File: src/common/iswl_defs.svh
`ifndef IWL_DEFS_SVH
`define IWL_DEFS_SVH
`define IWL_W            16
`define IWL_BIT_ICONT    0
`define IWL_BIT_MERR     1
`define IWL_BIT_RETRY    2
`define IWL_BIT_POLL     3
`define IWL_BIT_ILLCMD   4
`define IWL_BIT_ILLBC    5
`define IWL_BIT_MCNODATA 6
`define IWL_BIT_SAEVT    7
`define IWL_BIT_RSVD     8
`define IWL_BIT_TERR     9
`define IWL_BIT_NORESP   10
`define IWL_BIT_ACC      11
`define IWL_ZERO_W       16'h0000
`define IWL_IDX_W        8
`define IWL_IDX_ZERO     8'h00
`define IWL_WORDS        2'h3
`define IWL_WCNT_ZERO    2'h0
`define IWL_WCNT_ONE     2'h1
`define IWL_WCNT_TWO     2'h2
`define IWL_ADDR_ONE     16'h0001
`endif

File: src/common/iwl_pkg.sv
package iwl_pkg;
  typedef enum logic [1:0] {
    IWL_IDLE  = 2'h0,
    IWL_WSTAT = 2'h1,
    IWL_WPTR  = 2'h3,
    IWL_RTAIL = 2'h2
  } iwl_state_t;
endpackage

File: src/design/iwl_compose.sv
`timescale 1ns/1ns
`default_nettype none
`include "iswl_defs.svh"
module iwl_compose (
  input  wire logic                  rt_mode,
  input  wire logic                  msg_error,
  input  wire logic                  resp_timeout,
  input  wire logic                  sent_status_me,
  input  wire logic                  desc_access,
  input  wire logic                  valid_cmd_int_en,
  input  wire logic                  index_zero_int_en,
  input  wire logic [`IWL_IDX_W-1:0] index_after,
  input  wire logic                  mode_code_nodata,
  input  wire logic                  when_addressed_en,
  input  wire logic                  illegal_cmd,
  input  wire logic                  broadcast,
  input  wire logic                  receive_cmd,
  input  wire logic                  poll_match,
  input  wire logic                  retries_exhausted,
  input  wire logic                  int_and_continue,
  output logic      [`IWL_W-1:0]     status_word
);
  always_comb begin
    status_word                        = `IWL_ZERO_W;
    status_word[`IWL_BIT_ACC]          = 1'b1;
    status_word[`IWL_BIT_MERR]         = msg_error;
    status_word[`IWL_BIT_NORESP]       = msg_error & resp_timeout;
    status_word[`IWL_BIT_TERR]         = rt_mode & sent_status_me;
    status_word[`IWL_BIT_SAEVT]        = rt_mode & desc_access & (valid_cmd_int_en |
      (index_zero_int_en & (index_after == `IWL_IDX_ZERO)));
    status_word[`IWL_BIT_MCNODATA]     = rt_mode & mode_code_nodata & when_addressed_en;
    status_word[`IWL_BIT_ILLBC]        = rt_mode & illegal_cmd & broadcast & receive_cmd;
    status_word[`IWL_BIT_ILLCMD]       = rt_mode & illegal_cmd;
    status_word[`IWL_BIT_POLL]         = ~rt_mode & poll_match;
    status_word[`IWL_BIT_RETRY]        = ~rt_mode & retries_exhausted;
    status_word[`IWL_BIT_ICONT]        = ~rt_mode & int_and_continue;
  end
endmodule // iwl_compose
`default_nettype wire

File: src/design/iwl_logger.sv
`timescale 1ns/1ns
`default_nettype none
`include "iswl_defs.svh"
//
// Contract
// Written status word always has accessed set
// Host may clear accessed; never re-set
// Timeout error also sets no-response flag
// RT sent status ME sets terminal error
// Descriptor interrupt or index zero sets subaddress
// Dataless mode code with enable sets flag
// Illegal broadcast only for illegal broadcast receives
// Illegal command flag; invalid commands excluded
// BC polling match sets polling flag
// Retry fail only after all retries fail
// Any message error sets general error flag
// BC interrupt-and-continue sets its flag
// All flags active high
// Record: status, pointer, tail read; enabled only
// Pulse standard event once per occurrence
// Fixed bit positions, reserved written zero
module iwl_logger (
  input  wire logic                  core_clk,
  input  wire logic                  rst,
  input  wire logic                  event_valid,
  input  wire logic                  event_enabled,
  input  wire logic [`IWL_W-1:0]     record_pointer,
  input  wire logic [`IWL_W-1:0]     log_start_addr,
  input  wire logic                  log_start_load,
  input  wire logic                  rt_mode,
  input  wire logic                  msg_error,
  input  wire logic                  resp_timeout,
  input  wire logic                  sent_status_me,
  input  wire logic                  desc_access,
  input  wire logic                  valid_cmd_int_en,
  input  wire logic                  index_zero_int_en,
  input  wire logic [`IWL_IDX_W-1:0] index_after,
  input  wire logic                  mode_code_nodata,
  input  wire logic                  when_addressed_en,
  input  wire logic                  illegal_cmd,
  input  wire logic                  broadcast,
  input  wire logic                  receive_cmd,
  input  wire logic                  poll_match,
  input  wire logic                  retries_exhausted,
  input  wire logic                  int_and_continue,
  input  wire logic                  mem_ack,
  input  wire logic [`IWL_W-1:0]     mem_rdata,
  output logic                       mem_req,
  output logic                       mem_write,
  output logic      [`IWL_W-1:0]     mem_addr,
  output logic      [`IWL_W-1:0]     mem_wdata,
  output logic                       busy,
  output logic      [`IWL_W-1:0]     log_addr,
  output logic                       standard_event_pulse
);
  logic [`IWL_W-1:0]   comp_word;
  iwl_pkg::iwl_state_t state;
  iwl_pkg::iwl_state_t next_state;
  logic                take;
  logic                word_done;
  logic [`IWL_W-1:0]   next_log_addr;
  logic [`IWL_W-1:0]   ptr_hold;
  logic [`IWL_W-1:0]   next_ptr_hold;
  logic                next_mem_req;
  logic                next_mem_write;
  logic [`IWL_W-1:0]   next_mem_addr;
  logic [`IWL_W-1:0]   next_mem_wdata;
  logic                next_busy;
  logic                next_pulse;

  // Address of one word inside the current record
  function automatic logic [`IWL_W-1:0] entry_addr(
    input logic [`IWL_W-1:0] base,
    input logic [1:0]        slot
  );
    entry_addr = base + {{(`IWL_W-2){1'b0}}, slot};
  endfunction

  iwl_compose u_compose (
    .rt_mode           (rt_mode),
    .msg_error         (msg_error),
    .resp_timeout      (resp_timeout),
    .sent_status_me    (sent_status_me),
    .desc_access       (desc_access),
    .valid_cmd_int_en  (valid_cmd_int_en),
    .index_zero_int_en (index_zero_int_en),
    .index_after       (index_after),
    .mode_code_nodata  (mode_code_nodata),
    .when_addressed_en (when_addressed_en),
    .illegal_cmd       (illegal_cmd),
    .broadcast         (broadcast),
    .receive_cmd       (receive_cmd),
    .poll_match        (poll_match),
    .retries_exhausted (retries_exhausted),
    .int_and_continue  (int_and_continue),
    .status_word       (comp_word)
  );

  // Event acceptance and word completion
  always_comb begin
    take      = (state == iwl_pkg::IWL_IDLE) && !log_start_load &&
                event_valid && event_enabled;
    word_done = mem_req && mem_ack;
  end

  // Record sequencer
  always_comb begin
    next_state = state;
    case (state)
      iwl_pkg::IWL_IDLE: begin
        if (take) begin
          next_state = iwl_pkg::IWL_WSTAT;
        end
      end
      iwl_pkg::IWL_WSTAT: begin
        if (word_done) begin
          next_state = iwl_pkg::IWL_WPTR;
        end
      end
      iwl_pkg::IWL_WPTR: begin
        if (word_done) begin
          next_state = iwl_pkg::IWL_RTAIL;
        end
      end
      iwl_pkg::IWL_RTAIL: begin
        if (word_done) begin
          next_state = iwl_pkg::IWL_IDLE;
        end
      end
      default: begin
        next_state = iwl_pkg::IWL_IDLE;
      end
    endcase
  end

  always_ff @(posedge core_clk) begin
    if (rst) begin
      state <= iwl_pkg::IWL_IDLE;
    end else begin
      state <= next_state;
    end
  end

  // Log address and record pointer
  always_comb begin
    next_log_addr = log_addr;
    next_ptr_hold = ptr_hold;
    if ((state == iwl_pkg::IWL_IDLE) && log_start_load) begin
      next_log_addr = log_start_addr;
    end
    if (take) begin
      next_ptr_hold = record_pointer;
    end
    if ((state == iwl_pkg::IWL_RTAIL) && word_done) begin
      next_log_addr = mem_rdata;
    end
  end

  always_ff @(posedge core_clk) begin
    if (rst) begin
      log_addr <= `IWL_ZERO_W;
      ptr_hold <= `IWL_ZERO_W;
    end else begin
      log_addr <= next_log_addr;
      ptr_hold <= next_ptr_hold;
    end
  end

  // Memory word sequencing
  always_comb begin
    next_mem_req   = mem_req;
    next_mem_write = mem_write;
    next_mem_addr  = mem_addr;
    next_mem_wdata = mem_wdata;
    case (state)
      iwl_pkg::IWL_IDLE: begin
        if (take) begin
          next_mem_req   = 1'b1;
          next_mem_write = 1'b1;
          next_mem_addr  = log_addr;
          next_mem_wdata = comp_word;
        end
      end
      iwl_pkg::IWL_WSTAT: begin
        if (word_done) begin
          next_mem_addr  = entry_addr(log_addr, `IWL_WCNT_ONE);
          next_mem_wdata = ptr_hold;
        end
      end
      iwl_pkg::IWL_WPTR: begin
        if (word_done) begin
          next_mem_write = 1'b0;
          next_mem_addr  = entry_addr(log_addr, `IWL_WCNT_TWO);
          next_mem_wdata = `IWL_ZERO_W;
        end
      end
      iwl_pkg::IWL_RTAIL: begin
        if (word_done) begin
          next_mem_req = 1'b0;
        end
      end
      default: begin
        next_mem_req   = 1'b0;
        next_mem_write = 1'b0;
      end
    endcase
  end

  always_ff @(posedge core_clk) begin
    if (rst) begin
      mem_req   <= 1'b0;
      mem_write <= 1'b0;
      mem_addr  <= `IWL_ZERO_W;
      mem_wdata <= `IWL_ZERO_W;
    end else begin
      mem_req   <= next_mem_req;
      mem_write <= next_mem_write;
      mem_addr  <= next_mem_addr;
      mem_wdata <= next_mem_wdata;
    end
  end

  // Event pulse and busy flag
  always_comb begin
    next_pulse = (state == iwl_pkg::IWL_RTAIL) && word_done;
    next_busy  = (next_state != iwl_pkg::IWL_IDLE);
  end

  always_ff @(posedge core_clk) begin
    if (rst) begin
      standard_event_pulse <= 1'b0;
      busy                 <= 1'b0;
    end else begin
      standard_event_pulse <= next_pulse;
      busy                 <= next_busy;
    end
  end
endmodule // iwl_logger
`default_nettype wire

File: config.mk
export PLATFORM = sky130hd
export DESIGN_NAME = iwl_logger
export DESIGN_NICKNAME = d
export VERILOG_FILES = /design/src/common/iwl_pkg.sv /design/src/design/iwl_compose.sv /design/src/design/iwl_logger.sv
export VERILOG_INCLUDE_DIRS = /design/src /design/src/common
export SDC_FILE = /design/constraint.sdc
export NUM_CORES = 1
export LEC_CHECK = 0
export BUFFER_PORTS_ARGS = -buffer_cell sky130_fd_sc_hd__buf_2
export CORE_ASPECT_RATIO = 1.75
export CORE_MARGIN = 2
export CORE_UTILIZATION = 23
export CTS_CLUSTER_DIAMETER = 100
export DETAILED_ROUTE_END_ITERATION = 12
export PLACE_DENSITY = 0.5
export SYNTH_ARGS = -nofsm -noshare
export SYNTH_HDL_FRONTEND = slang
export SYNTH_HIERARCHICAL = 1
export SYNTH_SLANG_ARGS = --single-unit
File: constraint.sdc
create_clock -name core_clk -period 2.25 [get_ports core_clk]
set_input_delay 0.1125 -clock core_clk [delete_from_list [all_inputs] [get_ports core_clk]]
set_output_delay 0.1125 -clock core_clk [all_outputs]
set_load 0.005 [all_outputs]
# After elaboration in Yosys (flattened, before gate mapping)
# Cells that the tools add are included.
classes:
  n_bitwise: 15
  reduce_logical: 17
  mux: 19
  addsub: 2
  n_eq_ne: 7
ops:
  columns: ["op", "count"]
  rows:
  - ["two-way mux 16 bit", 8]
  - ["one-hot mux 16 bit (3 select lines)", 2]
  - ["adder 16 x 1 -> 16 bit, second input constant", 1]
  - ["adder 16 x 2 -> 16 bit, second input constant", 1]
  - ["bitwise AND 1 bit", 13]
  - ["zero test 8 bit", 1]
  - ["two-way mux 2 bit", 4]
  - ["inequality test 2 bit, second input constant", 4]
  - ["one-hot mux 2 bit (4 select lines)", 1]
  - ["nonzero test 2 bit", 4]
  - ["logical AND 1 bit", 6]
  - ["AND reduction 3 bit", 2]
  - ["== test 2 bit, second input constant", 2]
  - ["one-hot mux 1 bit (2 select lines)", 2]
  - ["AND reduction 4 bit", 1]
  - ["nonzero test 3 bit", 1]
  - ["== test 2 x 1 -> 1 bit, second input constant", 1]
  - ["zero test 2 bit", 1]
  - ["two-way mux 1 bit", 2]
  - ["zero test 1 bit", 1]
  - ["inverter 1 bit", 1]
  - ["bitwise OR 1 bit", 1]
word_totals:
  register_bits: 70
  output_inout_bits: 52
  in_bits: 77
  wordCells: 69

# Logic depth before layout (Yosys ltp)
logic_depth:
  word_depth: 7
  ltp_mapped: 8
  mapped_depth_nobuf: 6

# Hierarchy
# Netlist, hierarchy kept.
modules_own_cells:
  columns: ["module", "area_per_inst_um2", "cells_each", "seq_area_each_um2", "instances"]
  rows:
  - ["iwl_logger", 3572.2, 437, 1401.3, 1]
  - ["iwl_compose", 147.6, 23, 0.0, 1]

# Worst setup path after synthesis
# No wires, ideal clock.
synth_timing:
  path_type: "register to register"
  startpoint: "register log_addr[1]"
  endpoint: "register mem_addr[13]"
  setup_slack_ps: 322
  arrival_ps: 1837
  path_stages_with_launch: 7
  t_required_ps: 2159
  cell_sequence: "dfxtp_1 > ha_1 > nand4_1 > buf_2 > nor4_1 > mux2_2 > a311oi_1"
synth_via:
  elab_chain_cells: 3
  word_cells_on_any_way: 5
  cone_classes: "2 x add/sub; 3 x mux"
synth_lines:
  columns: ["item", "line", "text"]
  rows:
  - ["start, declared", "iwl_logger.sv:53", "output logic [`IWL_W-1:0] log_addr,"]
  - ["start signal, assigned", "iwl_logger.sv:161", "log_addr <= `IWL_ZERO_W;"]
  - ["start signal, assigned", "iwl_logger.sv:164", "log_addr <= next_log_addr;"]
  - ["adder 16 x 2 -> 16 bit or adder 16 x 1 -> 16 bit (tied branches)", "iwl_logger.sv:76", "entry_addr = base + {{(`IWL_W-2){1'b0}}, slot};"]
  - ["two-way mux 16 bit, on equally long branches", "iwl_logger.sv:191, iwl_logger.sv:185", null]
  - ["one-hot mux 16 bit (3 select lines) *", "iwl_logger.sv:175", "case (state)"]
  - ["end signal, assigned", "iwl_logger.sv:213", "mem_addr <= `IWL_ZERO_W;"]
  - ["end signal, assigned", "iwl_logger.sv:218", "mem_addr <= next_mem_addr;"]
  - ["end, declared", "iwl_logger.sv:50", "output logic [`IWL_W-1:0] mem_addr,"]
# Every way passes the cells marked *; elsewhere a longest branch is shown, timed or not. The select of a mux whose other input is x is not followed.
# A chain may end at the register's enable or synchronous reset.

# Final worst setup path
layout_timing:
  startpoint: "register state[1]"
  endpoint: "register mem_wdata[0]"
layout_via:
  elab_chain_cells: 6
  word_cells_on_any_way: 12
  cone_classes: "5 x eq/ne; 1 x mux; 6 x reduce/logical"
layout_lines:
  columns: ["item", "line", "text"]
  rows:
  - ["start, declared", "iwl_logger.sv:57", "iwl_pkg::iwl_state_t state;"]
  - ["start signal, assigned", "iwl_logger.sv:138", "state <= iwl_pkg::IWL_IDLE;"]
  - ["start signal, assigned", "iwl_logger.sv:140", "state <= next_state;"]
  - ["zero test 2 bit", "iwl_logger.sv:101, iwl_logger.sv:175", null]
  - ["logical AND 1 bit (2 in a row)", "iwl_logger.sv:101", "take = (state == iwl_pkg::IWL_IDLE) && !log_start_load &&"]
  - ["logical AND 1 bit", "iwl_logger.sv:102", "event_valid && event_enabled;"]
  - ["inequality test 2 bit (no source line)", null, null]
  - ["AND reduction 4 bit (no source line)", null, null]
  - ["end signal, assigned", "iwl_logger.sv:214", "mem_wdata <= `IWL_ZERO_W;"]
  - ["end signal, assigned", "iwl_logger.sv:219", "mem_wdata <= next_mem_wdata;"]
  - ["end, declared", "iwl_logger.sv:51", "output logic [`IWL_W-1:0] mem_wdata,"]
# Several ways; a longest one is shown, not always the timed one.

==> out/results.ini <==
[synthesis]
ys_ff_latch = 70
synthTopCellsByArea = dfxtp_1 (38%), nand2_1 (7.5%), a311oi_1 (5.7%), a221oi_2 (5.2%), nor2_1 (5.0%)
synth_flop_cell = dfxtp_1
synth_top_family_by_area = simple AND/OR/NAND/NOR gates
synth-xor-area-share_pct = 0
synthAdderAreaFrac_pct = 2.35
ys_warn_count = 6
yosysTopAreaCell = dfxtp_1
netlist_instances = 460
yosysSeqAreaShare_pct = 37.7
synth_top_area_share_pct = 37.7
yosys.area_share.simple_pct = 28.3
syn_area_sq_um = 3720
synth_cell_types = 51
synth_edf_count = 0
synth.avg_cell_area_sq_um = 8.09
synth_compound_area_share_pct = 22.3
synth.area.mux_share_pct = 2.39
async_flop_share_pct = 0

[critical_path]
critPathKind = reg2reg
worstSetupEndpointType = flip-flop
cp.arrival_ns = 2.28
critPathRequiredTime_ns = 2.46
cp-start-kind = flip-flop
crit_fanout = 16
rr_worst_depth = 7

[hold_path]
min_path_cells = 3
worstHoldPathType = in2reg

[sta]
timing.hold.ws_ns = 0.0125
rsz0062_at_grt = no
fin_crit_sh_pct = 91.9
fmax_mhz = 484
slew_violations = 0
setup_violations = 0
worst_slack_ns = 0.182
worst_pin_slew_ns = 0.496
finalClockSkew_ns = 0.00759
period_minus_slack_ns = 2.07
fin_setup_tns_ns = 0
slew-limit-headroom_pct = 66.0
hold_viol_final = 0

[run]
drv_cap = 0

[layout]
drive_above_1_share_pct = 34.1
final_util_pct = 31.3
area.sequential_sq_um = 1400
antennaDiodeCount = 0
multi_input_area_sq_um = 2100
final_common_cell = buf_2
fillers = 1746
final_cell_mix = buf_2 (128), nand2_1 (74), dfxtp_1 (69)
nets = 669
area_growth_pct = 33.4

[cts]
clock_latency_ns = 0.33
path_clk_slew_ns = 0.06
root_buffer = clkbuf_16
cts_made_buffers = 9
tritoncts = yes
cts.sinks = 70
cts.htree.levels = 3
clockBufferDepth = 2

[placement]
place_congestion = 0.848
port_buffers = 128
dpl.hpwl_um = 10000
place_ws_ns = 0.0798

[floorplan]
design.die.area_sq_um = 17200
die_y_um = 172
initial_core_util_pct = 23.4
coreArea_sq_um = 15900
die_x_um = 100
core.rowCount = 61
pin_count = 129

[power_and_ir_drop]
pwr-share-seq_pct = 38.1
combPwrFrac_pct = 26.0
power.total_mw = 4.02
clockPowerShare_pct = 35.8
ir_worst_vdd_mv = 0.398
swShare_pct = 32.2
internal_power_mw = 2.72
leakagePower_nw = 2.01
power_density_nw_per_um2 = 810
p_switching_mw = 1.29

[detailed_routing]
wl_per_cell_um = 16.9
wl_um = 13200
first_pass_iters = 4
vias = 3869
drcViolationCount = 0
detail_route.vias_per_cell = 4.97
detail-route-antenna-nets = 0
drtIter0Drc = 150

[global_routing]
grt_pass1_vias = 3938
grt_max_degree = 47
grt_usage_pct = 15.5
grt_pass1_wl_um = 20500
overflow = 0
antenna_found_initial = 0

[status]
status = finished, final reports clean

## area by class of cell
type                       count  share of cell area [%]
clock inverter                 7                    1.46
tap                          189                    4.77
inverter                       5                   0.378
sequential                    70                    28.3
multi-input combinational    341                    42.3
timing repair buffer         158                    18.3
clock buffer                   9                    4.54
## sequential cells by signal (all words and copies together) (netlist names)
signal and cells:
mem_req 1, state 2, standard_event_pulse 1, ptr_hold 16
log_addr 16, mem_addr 16, busy 1, mem_wdata 16
mem_write 1
## kinds of logic (layout without fill, tap and decap cells)
family,Yosys count,count (layout)
muxes,8,8
buffers and inverters,53,179
AOI/OAI and AO/OA,101,101
and+or+nand+nor,219,219
other,2,6
adders and majority gates,7,7
DFF,70,70
## worst paths after layout
kind,slack (ns),start,endpoint
worst max-delay path,0.18,state[1],mem_wdata[0]
worst min-delay path,0.01,record_pointer[12],ptr_hold[12]
worst max register to register,0.18,state[1],mem_wdata[0]
worst min register to register,0.45,mem_addr[3],mem_addr[3]
## power groups by stage
| stage | Clock [mW] | Sequential, mW | Combinational [mW] |
|---|---|---|---|
| after floorplan | 0 | 1.53 | 0.600 |
| after global routing | 1.55 | 1.55 | 1.17 |
| after global placement | 0 | 1.55 | 1.05 |
| after detailed placement | 0 | 1.56 | 1.06 |
| final | 1.44 | 1.53 | 1.05 |
| after CTS | 1.49 | 1.53 | 1.07 |
## per-layer routing
layer	global-route usage [%]	wire (um)
met1	15.6	4670
met2	30.1	7660
met3	2.47	455
met4	7.56	376
met5	0	0
## synthesized netlist by cell type (3+ instances only)
| library cell | number |
|---|---|
| a211oi_1 | 6 |
| a21oi_1 | 29 |
| a221oi_1 | 4 |
| a221oi_2 | 13 |
| a311oi_1 | 24 |
| and2_1 | 3 |
| buf_1 | 3 |
| buf_2 | 22 |
| buf_4 | 7 |
| clkbuf_1 | 15 |
| dfxtp_1 | 70 |
| ha_1 | 7 |
| inv_1 | 5 |
| mux2_2 | 7 |
| nand2_1 | 74 |
| nand2b_1 | 7 |
| nand3_1 | 24 |
| nand4_1 | 7 |
| nor2_1 | 50 |
| nor2b_1 | 5 |
| nor3_1 | 18 |
| nor4_1 | 13 |
| o21ai_0 | 5 |
| o31a_1 | 4 |
| or4_1 | 3 |
## worst max-delay path: stages (launching register included)
cell and delay, ns:
dfxtp_1 0.36, inv_1 0.10, ha_1 0.21, or2_1 0.27
a221o_2 0.51, buf_12 0.21, a221oi_1 0.22, nor3_1 0.07
## stage by stage
| stage | cells | area [sq um] |
|---|---|---|
| 3_3_place_gp | 761 | 4640 |
| 4_1_cts | 779 | 4950 |
| 2_1_floorplan | 464 | 3730 |
| 6_report | 779 | 4960 |
| 3_5_place_dp | 761 | 4640 |
| 5_1_grt | 779 | 4960 |
## timing repair
item                                   in CTS  in global routing
setup buffers                               0                  0
endpoints found under the hold margin       2                  0
setup endpoints to repair                   0                 19
hold buffers                                2                  0
resized for setup                           0                  3
No activity file was read; power rests on OpenSTA's default activity.
